## src/verilog/pattern_consts.svh

```systemverilog
// constants for the pattern next-data register bank
`ifndef PATTERN_CONSTS_SVH
`define PATTERN_CONSTS_SVH

// register indices; byte address is four times the index
`define IDX_UPPER_NEXT_PAIR 16'hFFA4
`define IDX_LOWER_NEXT_PAIR 16'hFFA5
`define IDX_UPPER_NEXT_ALT 16'hFFA6
`define IDX_LOWER_NEXT_ALT 16'hFFA7
`define IDX_TRIGGER_SELECT 16'hFFA1
`define IDX_UPPER_ENABLE 16'hFFA2
`define IDX_LOWER_ENABLE 16'hFFA3
`define IDX_LOWER_PORT_DATA 16'hFFD3
`define IDX_UPPER_PORT_DATA 16'hFFD6

// address widths
`define ADDR_W 18
`define IDX_LSB 2

// reset values
`define NEXT_PATTERN_RESET 8'h00
`define NEXT_ENABLE_RESET 8'h00
`define PORT_DATA_RESET 8'h00
`define TRIGGER_SELECT_RESET 8'hFF

// reserved bits read as one
`define RESERVED_NIBBLE 4'hF
`define RESERVED_BYTE 8'hFF

// trigger select field positions
`define SEL_G0_LSB 0
`define SEL_G1_LSB 2
`define SEL_G2_LSB 4
`define SEL_G3_LSB 6
`define SEL_FIELD_W 2

// axi responses
`define RESP_OKAY 2'h0
`define RESP_SLVERR 2'h2

`endif

```

## src/verilog/pattern_pkg.sv

```systemverilog
// types for the pattern next-data register bank
package pattern_pkg;

  typedef struct packed {
    logic aw_have;
    logic [15:0] aw_idx;
    logic w_have;
    logic [7:0] w_data;
    logic w_lane0;
    logic bvalid;
    logic [1:0] bresp;
    logic rvalid;
    logic [1:0] rresp;
    logic [7:0] rdata;
    logic [7:0] lower_port_output_data;
    logic [7:0] upper_port_output_data;
    logic [7:0] lower_next_enable;
    logic [7:0] upper_next_enable;
    logic [7:0] trigger_select_register;
    logic [7:0] lower_next_pattern;
    logic [7:0] upper_next_pattern;
  } state_t;

  typedef logic [15:0] reg_index_t;

endpackage

```

## src/verilog/group_trigger.sv

```systemverilog
// per-group trigger selection from timer compare-match events
`timescale 1ns/1ps
`include "pattern_consts.svh"

module group_trigger (
  input wire logic [7:0] trigger_select,
  input wire logic [3:0] compare_match,
  output logic [3:0] group_fire
);
  import pattern_pkg::*;

  genvar g;
  generate
    for (g = 0; g < 4; g++) begin : gen_group
      logic [1:0] sel;
      assign sel = trigger_select[g*`SEL_FIELD_W +: `SEL_FIELD_W];
      // codes 00..11 pick channel 0..3 [RULE_16]
      assign group_fire[g] = compare_match[sel]; // [RULE_16]
    end
  endgenerate

endmodule // group_trigger

```

## src/verilog/pulse_pattern_next_data.sv

```systemverilog
// next-pattern staging and port output data registers, axi4-lite slave
//
// Operation
// RULE_01 - upper port data: 8-bit read/write, holds groups 2 and 3, reset zero.
// RULE_02 - upper port data bits with enable set ignore software writes.
// RULE_03 - lower next pattern copied to enabled lower port bits on trigger.
// RULE_04 - lower next pattern cleared by reset and hardware standby only.
// RULE_05 - shared lower trigger: whole lower next pattern at first address.
// RULE_06 - shared lower trigger: companion address reads all ones, ignores writes.
// RULE_07 - split lower trigger: group 1 nibble first address, group 0 second.
// RULE_08 - split lower trigger: unused nibbles read one and ignore writes.
// RULE_09 - upper next pattern copied to enabled upper port bits on trigger.
// RULE_10 - upper next pattern cleared by reset and hardware standby only.
// RULE_11 - shared upper trigger: whole upper next pattern at first address.
// RULE_12 - shared upper trigger: companion address reads all ones, ignores writes.
// RULE_13 - split upper trigger: group 3 nibble first address, group 2 second.
// RULE_14 - split upper trigger: unused nibbles read one and ignore writes.
// RULE_15 - bits with enable clear are not copied; output holds.
// RULE_16 - 2-bit select per group picks channel 0..3; select resets to 0xFF.
// RULE_17 - shared or split decided live by comparing the pair's select fields.
//
// Our own choice: the AXI4-Lite interface to the registers.
`timescale 1ns/1ps
`include "pattern_consts.svh"

module pulse_pattern_next_data (
  input wire logic aclk,
  input wire logic aresetn,
  input wire logic hw_standby,
  input wire logic [3:0] compare_match,
  output logic [15:0] pattern_out,
  input wire logic awvalid,
  output logic awready,
  input wire logic [`ADDR_W-1:0] awaddr,
  input wire logic wvalid,
  output logic wready,
  input wire logic [31:0] wdata,
  input wire logic [3:0] wstrb,
  output logic bvalid,
  input wire logic bready,
  output logic [1:0] bresp,
  input wire logic arvalid,
  output logic arready,
  input wire logic [`ADDR_W-1:0] araddr,
  output logic rvalid,
  input wire logic rready,
  output logic [31:0] rdata,
  output logic [1:0] rresp
);
  import pattern_pkg::*;

  localparam state_t RESET_STATE = '{
    bresp: `RESP_OKAY,
    rresp: `RESP_OKAY,
    lower_port_output_data: `PORT_DATA_RESET,
    upper_port_output_data: `PORT_DATA_RESET,
    lower_next_enable: `NEXT_ENABLE_RESET,
    upper_next_enable: `NEXT_ENABLE_RESET,
    trigger_select_register: `TRIGGER_SELECT_RESET,
    lower_next_pattern: `NEXT_PATTERN_RESET,
    upper_next_pattern: `NEXT_PATTERN_RESET,
    default: '0
  };

  state_t state_reg;
  state_t state_next;
  logic [3:0] group_fire;
  logic shared_lower;
  logic shared_upper;
  logic [7:0] lower_fire_mask;
  logic [7:0] upper_fire_mask;

  group_trigger trig_sel (
    .trigger_select(state_reg.trigger_select_register),
    .compare_match(compare_match),
    .group_fire(group_fire)
  );

  // pair mode follows the select fields directly, no extra state [RULE_17]
  assign shared_lower = state_reg.trigger_select_register[3:2] ==
                        state_reg.trigger_select_register[1:0]; // [RULE_17]
  assign shared_upper = state_reg.trigger_select_register[7:6] ==
                        state_reg.trigger_select_register[5:4]; // [RULE_17]

  assign lower_fire_mask = {{4{group_fire[1]}}, {4{group_fire[0]}}};
  assign upper_fire_mask = {{4{group_fire[3]}}, {4{group_fire[2]}}};

  // read decode: {hit, value}
  function automatic logic [8:0] read_value(input reg_index_t idx,
                                            input state_t s,
                                            input logic sh_lo,
                                            input logic sh_hi);
    logic [8:0] r;
    r = {1'b0, 8'h00};
    unique case (idx)
      `IDX_LOWER_NEXT_PAIR: begin
        if (sh_lo) begin
          r = {1'b1, s.lower_next_pattern}; // [RULE_05]
        end else begin
          // low nibble reserved in split mode [RULE_08]
          r = {1'b1, s.lower_next_pattern[7:4], `RESERVED_NIBBLE}; // [RULE_07]
        end
      end
      `IDX_LOWER_NEXT_ALT: begin
        if (sh_lo) begin
          r = {1'b1, `RESERVED_BYTE}; // [RULE_06]
        end else begin
          r = {1'b1, `RESERVED_NIBBLE, s.lower_next_pattern[3:0]}; // [RULE_08]
        end
      end
      `IDX_UPPER_NEXT_PAIR: begin
        if (sh_hi) begin
          r = {1'b1, s.upper_next_pattern}; // [RULE_11]
        end else begin
          r = {1'b1, s.upper_next_pattern[7:4], `RESERVED_NIBBLE}; // [RULE_14]
        end
      end
      `IDX_UPPER_NEXT_ALT: begin
        if (sh_hi) begin
          r = {1'b1, `RESERVED_BYTE}; // [RULE_12]
        end else begin
          r = {1'b1, `RESERVED_NIBBLE, s.upper_next_pattern[3:0]}; // [RULE_13]
        end
      end
      `IDX_TRIGGER_SELECT: r = {1'b1, s.trigger_select_register};
      `IDX_UPPER_ENABLE: r = {1'b1, s.upper_next_enable};
      `IDX_LOWER_ENABLE: r = {1'b1, s.lower_next_enable};
      `IDX_LOWER_PORT_DATA: r = {1'b1, s.lower_port_output_data};
      `IDX_UPPER_PORT_DATA: r = {1'b1, s.upper_port_output_data}; // [RULE_01]
      default: r = {1'b0, 8'h00};
    endcase
    return r;
  endfunction

  always_comb begin
    logic aw_take;
    logic w_take;
    logic aw_ok;
    logic w_ok;
    logic do_write;
    logic hit;
    logic [15:0] widx;
    logic [7:0] wd;
    logic [8:0] rv;
    aw_take = 1'b0;
    w_take = 1'b0;
    aw_ok = 1'b0;
    w_ok = 1'b0;
    do_write = 1'b0;
    hit = 1'b0;
    widx = 16'h0000;
    wd = 8'h00;
    rv = 9'h000;
    state_next = state_reg;

    // write channel; address and data may come in either order
    aw_take = awvalid && !state_reg.aw_have && !state_reg.bvalid;
    w_take = wvalid && !state_reg.w_have && !state_reg.bvalid;
    aw_ok = state_reg.aw_have || aw_take;
    w_ok = state_reg.w_have || w_take;
    widx = state_reg.aw_have ? state_reg.aw_idx :
           awaddr[`ADDR_W-1:`IDX_LSB];
    wd = state_reg.w_have ? state_reg.w_data : wdata[7:0];
    if (aw_take) begin
      state_next.aw_have = 1'b1;
      state_next.aw_idx = awaddr[`ADDR_W-1:`IDX_LSB];
    end
    if (w_take) begin
      state_next.w_have = 1'b1;
      state_next.w_data = wdata[7:0];
      state_next.w_lane0 = wstrb[0];
    end
    do_write = aw_ok && w_ok && !state_reg.bvalid;
    if (do_write) begin
      state_next.aw_have = 1'b0;
      state_next.w_have = 1'b0;
      state_next.bvalid = 1'b1;
      rv = read_value(widx, state_reg, shared_lower, shared_upper);
      hit = rv[8];
      state_next.bresp = hit ? `RESP_OKAY : `RESP_SLVERR;
      // byte lane 0 carries the 8-bit register; other lanes dropped
      if (hit && (state_reg.w_have ? state_reg.w_lane0 : wstrb[0])) begin
        unique case (widx)
          `IDX_LOWER_NEXT_PAIR: begin
            if (shared_lower) begin
              state_next.lower_next_pattern = wd; // [RULE_05]
            end else begin
              state_next.lower_next_pattern[7:4] = wd[7:4]; // [RULE_07]
            end
          end
          `IDX_LOWER_NEXT_ALT: begin
            // whole byte reserved when shared [RULE_06]
            if (!shared_lower) begin
              state_next.lower_next_pattern[3:0] = wd[3:0]; // [RULE_08]
            end
          end
          `IDX_UPPER_NEXT_PAIR: begin
            if (shared_upper) begin
              state_next.upper_next_pattern = wd; // [RULE_11]
            end else begin
              state_next.upper_next_pattern[7:4] = wd[7:4]; // [RULE_13]
            end
          end
          `IDX_UPPER_NEXT_ALT: begin
            if (!shared_upper) begin
              state_next.upper_next_pattern[3:0] = wd[3:0]; // [RULE_14]
            end
          end
          `IDX_TRIGGER_SELECT: state_next.trigger_select_register = wd;
          `IDX_UPPER_ENABLE: state_next.upper_next_enable = wd;
          `IDX_LOWER_ENABLE: state_next.lower_next_enable = wd;
          `IDX_LOWER_PORT_DATA: begin
            state_next.lower_port_output_data =
              (state_reg.lower_port_output_data &
               state_reg.lower_next_enable) |
              (wd & ~state_reg.lower_next_enable);
          end
          `IDX_UPPER_PORT_DATA: begin
            // enabled bits are driven by the pattern, so locked [RULE_02]
            state_next.upper_port_output_data =
              (state_reg.upper_port_output_data &
               state_reg.upper_next_enable) |
              (wd & ~state_reg.upper_next_enable); // [RULE_01]
          end
          default: state_next.bresp = `RESP_SLVERR;
        endcase
      end
    end
    if (state_reg.bvalid && bready) begin
      state_next.bvalid = 1'b0;
    end

    // read channel
    if (state_reg.rvalid && rready) begin
      state_next.rvalid = 1'b0;
    end
    if (arvalid && !state_reg.rvalid) begin
      rv = read_value(araddr[`ADDR_W-1:`IDX_LSB], state_reg,
                      shared_lower, shared_upper);
      state_next.rvalid = 1'b1;
      state_next.rdata = rv[7:0];
      state_next.rresp = rv[8] ? `RESP_OKAY : `RESP_SLVERR;
    end

    // trigger copy; software cannot touch enabled bits, so no overlap
    state_next.lower_port_output_data =
      (state_next.lower_port_output_data &
       ~(lower_fire_mask & state_reg.lower_next_enable)) |
      (state_reg.lower_next_pattern & lower_fire_mask &
       state_reg.lower_next_enable); // [RULE_03] [RULE_15]
    state_next.upper_port_output_data =
      (state_next.upper_port_output_data &
       ~(upper_fire_mask & state_reg.upper_next_enable)) |
      (state_reg.upper_next_pattern & upper_fire_mask &
       state_reg.upper_next_enable); // [RULE_09] [RULE_15]

    // software standby has no port here: contents simply persist
    if (hw_standby) begin
      state_next.lower_next_pattern = `NEXT_PATTERN_RESET; // [RULE_04]
      state_next.upper_next_pattern = `NEXT_PATTERN_RESET; // [RULE_10]
      state_next.lower_next_enable = `NEXT_ENABLE_RESET;
      state_next.upper_next_enable = `NEXT_ENABLE_RESET;
      state_next.trigger_select_register = `TRIGGER_SELECT_RESET; // [RULE_16]
      state_next.lower_port_output_data = `PORT_DATA_RESET;
      state_next.upper_port_output_data = `PORT_DATA_RESET;
    end
  end

  always_ff @(posedge aclk) begin
    if (!aresetn) begin
      state_reg <= RESET_STATE; // [RULE_01] [RULE_04] [RULE_10] [RULE_16]
    end else begin
      state_reg <= state_next;
    end
  end

  assign awready = !state_reg.aw_have && !state_reg.bvalid;
  assign wready = !state_reg.w_have && !state_reg.bvalid;
  assign arready = !state_reg.rvalid;
  assign bvalid = state_reg.bvalid;
  assign bresp = state_reg.bresp;
  assign rvalid = state_reg.rvalid;
  assign rresp = state_reg.rresp;
  assign rdata = {24'h000000, state_reg.rdata};
  assign pattern_out = {state_reg.upper_port_output_data,
                        state_reg.lower_port_output_data};

endmodule // pulse_pattern_next_data

```

## config.mk

```make
export PLATFORM = sky130hd
export DESIGN_NAME = pulse_pattern_next_data
export DESIGN_NICKNAME = d
export VERILOG_FILES = /design/src/verilog/pattern_pkg.sv /design/src/verilog/group_trigger.sv /design/src/verilog/pulse_pattern_next_data.sv
export VERILOG_INCLUDE_DIRS = /design/src /design/src/verilog
export SDC_FILE = /design/constraint.sdc
export NUM_CORES = 1
export LEC_CHECK = 0
export BUFFER_PORTS_ARGS = -buffer_cell sky130_fd_sc_hd__buf_2
export CORE_MARGIN = 8
export CORE_UTILIZATION = 25
export CTS_CLUSTER_DIAMETER = 50
export DETAILED_ROUTE_END_ITERATION = 12
export GPL_ROUTABILITY_DRIVEN = 0
export HOLD_SLACK_MARGIN = 0.02
export PLACE_DENSITY = 0.47
export SETUP_SLACK_MARGIN = 0.02
export SLEW_MARGIN = 0
export SYNTH_ARGS = -nofsm -noshare
export SYNTH_HDL_FRONTEND = slang
export SYNTH_SLANG_ARGS = --single-unit
```

## constraint.sdc

```tcl
create_clock -name aclk -period 3.47 [get_ports aclk]
set_input_delay 0.694 -clock aclk [delete_from_list [all_inputs] [get_ports aclk]]
set_output_delay 0.694 -clock aclk [all_outputs]
set_load 0.01 [all_outputs]
```

# Word-level counts from Yosys, hierarchy flattened
# Index checks and enable logic that the tools add are counted.
[word_totals] output_inout_bits=57 reg_bits=97 input_bits=84 wordCells=140
[op_classes] n_eq_ne=24 magnitude_cmp=4 n_bitwise=21 reduce_logical=32 muxes=40
[ops] op="$eq A16 B16 Y1 const B" n=18
[ops] op="$pmux W9 S9" n=2
[ops] op="$mux W56" n=2
[ops] op="$and A8 B8 Y8" n=12
[ops] op="$mux W8" n=6
[ops] op="$mux W4" n=10
[ops] op="$not A8 Y8" n=4
[ops] op="$or A8 B8 Y8" n=4
[ops] op="$mux W9" n=2
[ops] op="$mux W16" n=1
[ops] op="$pmux W4 S2" n=2
[ops] op="$reduce_and A3 Y1" n=5
[ops] op="$logic_and A1 B1 Y1" n=12
[ops] op="$lt A2 B3 Y1 const B" n=4
[ops] op="$mux W11" n=1
[ops] op="$reduce_and A5 Y1" n=2
[ops] op="$reduce_or A9 Y1" n=1
[ops] op="$bmux W1 S2" n=4
[ops] op="$mux W2" n=4
[ops] op="$ne A2 B2 Y1 const B" n=4
[ops] op="$mux W1" n=6
[ops] op="$reduce_bool A2 Y1" n=3
[ops] op="$reduce_or A2 Y1" n=3
[ops] op="$eq A2 B2 Y1" n=2
[ops] op="3 further kinds" n=7

# Longest topological paths before layout
# Gate-level depths: netlist (run 1).
[depth] ltp_word=12 ltp_mapped=7 depth_no_buf=5

# Hierarchy
# A second synthesis (run 1) with hierarchy kept.
[hier_totals] hier_cells=699 area_unflattened_um2=5903.2
[modules_own_cells] module="pulse_pattern_next_data" area_each_um2=5813.1 seq_area_each_um2=1901.8 n_inst=1 cells_per_inst=695
[modules_own_cells] module="group_trigger" area_each_um2=90.1 seq_area_each_um2=0.0 n_inst=1 cells_per_inst=4

# Least setup slack after synthesis (run 1)
# No wires, ideal clock.
[synth_timing] kind="input -> register" from="input port awaddr[16]" to="register state_reg[32] in the netlist's numbering" setup_ns=0.072 n_path_buf=1 path_slack_ns=1.102 cell_stages=6 t_required_ns=3.398 arrival_time_ns=2.297 path_cell_list="nand4_1 > nor4b_2 > o21ai_1 > buf_4 > nor3_4 > mux2i_1"
[synth_between] elab_chain_cells=6 word_cells_on_any_way=14 cone_classes="9 x eq/ne; 3 x mux; 2 x reduce/logical"
[synth_lines] item="start, declared" line="pulse_pattern_next_data.sv:34" rtl="input wire logic [`ADDR_W-1:0] awaddr,"
[synth_lines] item="$mux W16 (*)" line="pulse_pattern_next_data.sv:161" rtl="widx = state_reg.aw_have ? state_reg.aw_idx :"
[synth_lines] item="$eq A16 B16 Y1, on equally long branches" line="pulse_pattern_next_data.sv:95, pulse_pattern_next_data.sv:183"
[synth_lines] item="$pmux W9 S9" line="pulse_pattern_next_data.sv:95" rtl="unique case (idx)"
[synth_lines] item="$mux W9" line="pulse_pattern_next_data.sv:174" rtl="if (do_write) begin"
[synth_lines] item="$logic_and A1 B1 Y1" line="pulse_pattern_next_data.sv:182" rtl="if (hit && (state_reg.w_have ? state_reg.w_lane0 : wstrb[0])) begin"
[synth_lines] item="$reduce_and A3 Y1 (no source line) (*)"
[synth_lines] item="end signal, assigned" line="pulse_pattern_next_data.sv:273" rtl="state_reg <= state_next;"
[synth_lines] item="end, declared" line="pulse_pattern_next_data.sv:65" rtl="state_t state_reg;"
# Every way passes the cells marked *; elsewhere a longest branch is shown, timed or not. The select of a mux whose other input is x is not followed.
# A chain may end at the register's enable or synchronous reset.

# Final worst setup path (run 1)
[layout_timing] from="register state_reg[96] in the netlist's numbering" to="register state_reg[39] in the netlist's numbering"
[layout_between] elab_chain_cells=7 word_cells_on_any_way=20 cone_classes="9 x eq/ne; 3 x mux; 8 x reduce/logical"
[layout_lines] item="branches (longest 6 deep; another with $mux W16)"
[layout_lines] item="$reduce_and A3 Y1 (no source line) (*)"
# Every way passes the cells marked *. The select of a mux whose other input is x is not followed.

==> reports/results.ini, run 1 <==
[synthesis]
synthMostInstantiatedCell=nand2_1
synth_simple_gate_area_share_pct=20.6
synthXorXnorAreaFrac_pct=1.41
ys_top_cells_by_count=nand2_1 (105), dfxtp_1 (95), buf_4 (54)
ys_seq_area_share_pct=34.1
yosysTopAreaCellShare_pct=34.1
synth_ff_type=dfxtp_1
synthMuxAreaShare_pct=14.0
yosysTopAreaCell=dfxtp_1
synth_warnings=0
synth_top_family_by_area=simple AND/OR/NAND/NOR gates
synth_edf_count=0
synth_compound_area_share_pct=19.5
avgSynthCellArea_sq_um=8.56
ys_ff_latch=95
yosysUniqueCellTypes=65
synthTopCellsByArea=dfxtp_1 (34%), buf_4 (7.3%), nand2_1 (7.1%), mux2i_1 (6.6%), mux2_2 (5.4%)
synthCells=652
async_flop_share_pct=0
netlist_area_sq_um=5580
synthAdderAreaFrac_pct=0

[cts]
cts_resized=0
cts_hold_buffers=0
h-tree-depth=3
cts_sinks=95
path_clk_slew_ps=70
cts_root_buf=clkbuf_16
cts_made_buffers=9
post_cts_buffers=0
cts_tree=yes
worstSkewPairLatency_ps=360
clockBufferDepth=2

[placement]
dp_hpwl_um=13600
detailed_place.area_sq_um=6000
dpl.cell_count=962
portBuffers=83

[timing]
min_period_ps=2730
tightest_slew_ps=1150
max_freq_ghz=0.366
fin_crit_sh_pct=78.6
slew_viol_final=0
fin_skew_ps=8.84
finalSetupViolations=0
timing.hold.ws_ps=440
hold_viol_final=0
rsz0062_at_grt=no
maxSlewHeadroom_pct=22.8
setup_tns_ps=0

[global_route]
overflow=0
antenna_found_initial=1
grt_pass1_wl_um=27100
grt_pass1_vias=4687
grt_usage_pct=13.0
grt_max_degree=27

[critical_path]
r2r-start=state_reg[96]
r2r-end=state_reg[39]
worstPathRequired_ps=3750
startpoint_type=flop
path_cells=nand2_1 > nor3_2 > o21ai_1 > nor3_4 > mux2i_1
crit_type=reg2reg
regToRegSetupSlack_ps=740
r2r_cells=5
worst_path_max_delay_cell=dfxtp_1
cp_slowest_stage_delay_ps=720
worstPathArrival_ps=3010
crit_fanout=15
worst_setup_path_end_kind=flop

[run_status]
status=finished clean

[floorplan]
std_cell_rows=54
die_y_um=165
dieArea_sq_um=27400
start_util_pct=25.5
coreArea_sq_um=21900
die_w_um=165
ioPinCount=141

[final_layout]
multi_input_area_sq_um=3200
layout.area.seq_sq_um=1900
final_layout_size_suffix_gt1_share_pct=23.9
diodes=0
fin_cells=978
largest_reg_flops=67
fin_nets=777
fill_cells=2410
post-route-cell-area_sq_um=6340
synthToLayoutAreaGrowth_pct=13.6

[detailed_routing]
drtPass1Iterations=5
vias_per_cell=4.90
wl_per_cell_um=18.2
drtAntennaViolNets=0
drc=0
wl_um=17800
drt_iter0_markers=280
num_vias=4789

[power]
power_density_nw_per_um2=417
ir_worst_vdd_v=0.000176
p_leak_uw=0.00247

[min_path]
hold_end=rdata[5]
min_path_type=reg2reg
hold_depth=2
min-delay-start=rdata[5]

[run]
maxCapViolCount=0

==> logic make-up (layout without fill, tap and decap cells) <==
group                     Yosys count  after routing
muxes                              69             69
buffers and inverters              99            120
other                               1             26
xor gates and xnor gates            9              9
DFF                                95             95
AOI/OAI and AO/OA                 151            151
and+or+nand+nor                   228            228
==> power by group <==
group / total [uW] / leakage, uW / internal, uW / switching (uW)
combinational: 326 / 0.00153 / 117 / 209
clock: 1170 / 0.000166 / 707 / 463
sequential: 1150 / 0.000771 / 1120 / 27.9
==> through the flow <==
step | total power [uW] | setup WS [ps] | util [%]
after floorplan | 1400 | 1100 | -
after global placement | 1500 | 423 | 27.4
after detailed placement | 1500 | 418 | 27.4
after CTS | 2680 | 674 | 29.0
after global routing | 2750 | 513 | 29.0
final | 2640 | 741 | 29.0
==> layout make-up <==
cell class	instances	share of cell area, %
multi-input combinational	483	50.4
sequential	95	30.0
timing repair buffer	97	8.21
tap	280	5.52
clock buffer	9	3.55
clock inverter	7	1.89
inverter	7	0.414
==> worst max-delay path: cells and delay by family (launching register included) <==
family	cells	cell delay (ps)
flops	1	720
mux	1	250
compound gates	1	460
simple gates	3	1210
==> placed cells by master, fill, tap and decap left out, drive strengths merged, types with 4 or more instances in the layout <==
master	count
a31o	7
o211ai	18
and3	4
a21oi	16
mux4	4
clkbuf	9
a21boi	28
mux2	28
o311ai	5
xor2	4
nand4	4
dfxtp	95
o211a	4
mux2i	37
nor2	38
nor2b	9
xnor2	5
conb	26
o21ai	22
nor4	13
or3	4
a22oi	15
o41ai	7
buf	97
nand3	19
o22ai	9
nand2b	5
a211oi	5
nand2	105
nor3	8
inv	8
==> metal layers <==
metal	up-vias	part of all wire [%]	track usage (%)
met5	-	0.067	0
met1	2254	46	17.1
met2	141	45	20.4
li1	2368	-	-
met4	2	2.0	5.19
met3	24	6.3	2.65
==> worst max-delay path by stage <==
stage                        startpoint       endpoint  slack (ps)  depth (start not counted)
final                     state_reg[96]  state_reg[39]         740                          5
after global routing      state_reg[96]  state_reg[33]         510                          5
after CTS                 state_reg[96]  state_reg[39]         670                          5
after detailed placement     awaddr[16]  state_reg[39]         420                          6
after global placement       awaddr[16]  state_reg[37]         420                          6
after floorplan              awaddr[16]  state_reg[32]        1100                          6
Note: power is estimated with default switching activity, not from simulation.
==> run 2: changes to the inputs <==
--- a/config.mk
+++ b/config.mk
@@ -13,7 +13,7 @@
 export DETAILED_ROUTE_END_ITERATION = 12
 export GPL_ROUTABILITY_DRIVEN = 0
 export HOLD_SLACK_MARGIN = 0.02
-export PLACE_DENSITY = 0.47
+export PLACE_DENSITY = 0.48
 export SETUP_SLACK_MARGIN = 0.02
 export SLEW_MARGIN = 0
 export SYNTH_ARGS = -nofsm -noshare
==> constraint.sdc (replaced) <==
create_clock -name aclk -period 2.2 [get_ports aclk]
set_input_delay 0.44 -clock aclk [delete_from_list [all_inputs] [get_ports aclk]]
set_output_delay 0.44 -clock aclk [all_outputs]
set_load 0.01 [all_outputs]
==> run 2 against run 1 <==
Compared with the run above:
- worst hold slack got worse by 99 ps
- non-clock buffer count increased by 34
- largest power group is now sequential cells
- combinational power increased by 74%
- global-route usage about the same
- setup slack lost 580 ps
- critical path type unchanged
- die area did not move
- routed wire length is essentially flat
- first-iteration DRC count is 36% higher
- fmax rose by 34%
- sequential power grew 57%
- sequential share of layout area shrank 1.0 points
- cell area up 3.6%
==> reports/results.ini, run 2 (synthesis results as in run 1) <==
[detailed_routing]
vias_per_cell=4.83
drc=0
wl_um=17800
drtAntennaViolNets=0
num_vias=4882
drt_iter0_markers=381
drtPass1Iterations=5
wl_per_cell_um=17.6

[floorplan]
die_y_um=165
std_cell_rows=54
ioPinCount=141
coreArea_sq_um=21900
start_util_pct=25.5
die_w_um=165
dieArea_sq_um=27400

[cts]
h-tree-depth=3
worstSkewPairLatency_ps=350
cts_tree=yes
cts_made_buffers=9
cts_root_buf=clkbuf_16
cts_sinks=95
clockBufferDepth=2
path_clk_slew_ps=70

[timing]
fin_crit_sh_pct=92.9
max_freq_ghz=0.489
rsz0062_at_grt=no
finalSetupViolations=0
slew_viol_final=0
min_period_ps=2040
tightest_slew_ps=677
timing.final.ws_setup_ps=157
setup_tns_ps=0
hold_viol_final=0
maxSlewHeadroom_pct=54.8
fin_skew_ps=6.96

[final_layout]
synthToLayoutAreaGrowth_pct=17.7
diodes=0
largest_reg_flops=67
final_layout_size_suffix_gt1_share_pct=27.0
fin_nets=811
final_common_cell=nand2_1
postLayoutCoreUtil_pct=30.0
layout_common_cells=nand2_1 (105), dfxtp_1 (94), buf_2 (83)

[placement]
pre_cts_slack_ps=-22.7
portBuffers=83
dp_hpwl_um=13800

[power]
ir_worst_vdd_v=0.000282
total_power_uw=3790
power_density_nw_per_um2=577
p_leak_uw=0.00260

[global_route]
antenna_found_initial=1
grt_usage_pct=13.0
grt_pass1_wl_um=27500
overflow=0
grt_pass1_vias=4708
grt_use_met3_pct=2.18
met1_usage_pct=17.3
busiest_layer=met2
use_met2_pct=20.7
grt_max_degree=36

[critical_path]
worst_setup_path_end_kind=flop
startpoint_type=flop
crit_type=reg2reg
worstPathRequired_ps=2420
worstPathArrival_ps=2270
crit_fanout=10

[run_status]
status=finished clean

[run]
maxCapViolCount=0

[min_path]
min_path_type=in2reg

==> run 2: worst max-delay path: stages (launching register included) <==
cell and delay (ps):
dfxtp_2 400, buf_12 140, or3b_2 490, nand2_1 110
nand2_1 70, or2_2 360, o311ai_0 350
==> run 2: cell type report <==
class | count | area (sq um)
flip-flops and latches | 95 | 1900
inverters | 7 | 26.3
clock buffers | 13 | 240
clock inverters | 1 | 7.51
fillers | 2374 | 15300
well taps | 280 | 350
repair buffers | 131 | 826
multi-input cells | 483 | 3220
==> run 2: worst paths after layout <==
kind | startpoint | to | slack, ps | cells past startpoint
setup / recovery | state_reg[96] | pattern_out[3] | 160 | 6
hold / removal | arvalid | rvalid | 340 | 2
hold reg to reg | rdata[5] | rdata[5] | 440 | 2
setup reg to reg | state_reg[96] | pattern_out[3] | 160 | 6
==> run 2: repair_timing <==
item | in CTS | in global routing
endpoints found under the setup margin | 8 | 48
gates resized for setup | 1 | 3
hold buffers | 0 | 0
endpoints found under the hold margin | 0 | 0
pin swaps | 0 | 2
buffers inserted | 0 | 2
==> run 2: power breakdown <==
| group | total [uW] | internal [uW] | leakage [uW] | switching [uW] |
|---|---|---|---|---|
| combinational | 566 | 220 | 0.00171 | 346 |
| clock | 1430 | 758 | 0.000116 | 669 |
| sequential | 1800 | 1770 | 0.000771 | 32.2 |
==> run 2: stage by stage <==
stage,hold WS [ps],cells,cell area (sq um)
2_1_floorplan,417,677,5680
3_3_place_gp,425,994,6290
3_5_place_dp,437,994,6290
4_1_cts,330,1008,6550
5_1_grt,343,1010,6570
6_report,341,1010,6570
==> run 2: routing by layer <==
layer,part of all wire (%),vias up
met4,1.5,2
li1,-,2439
met3,5.4,17
met1,47,2283
met5,0.045,-
met2,46,141
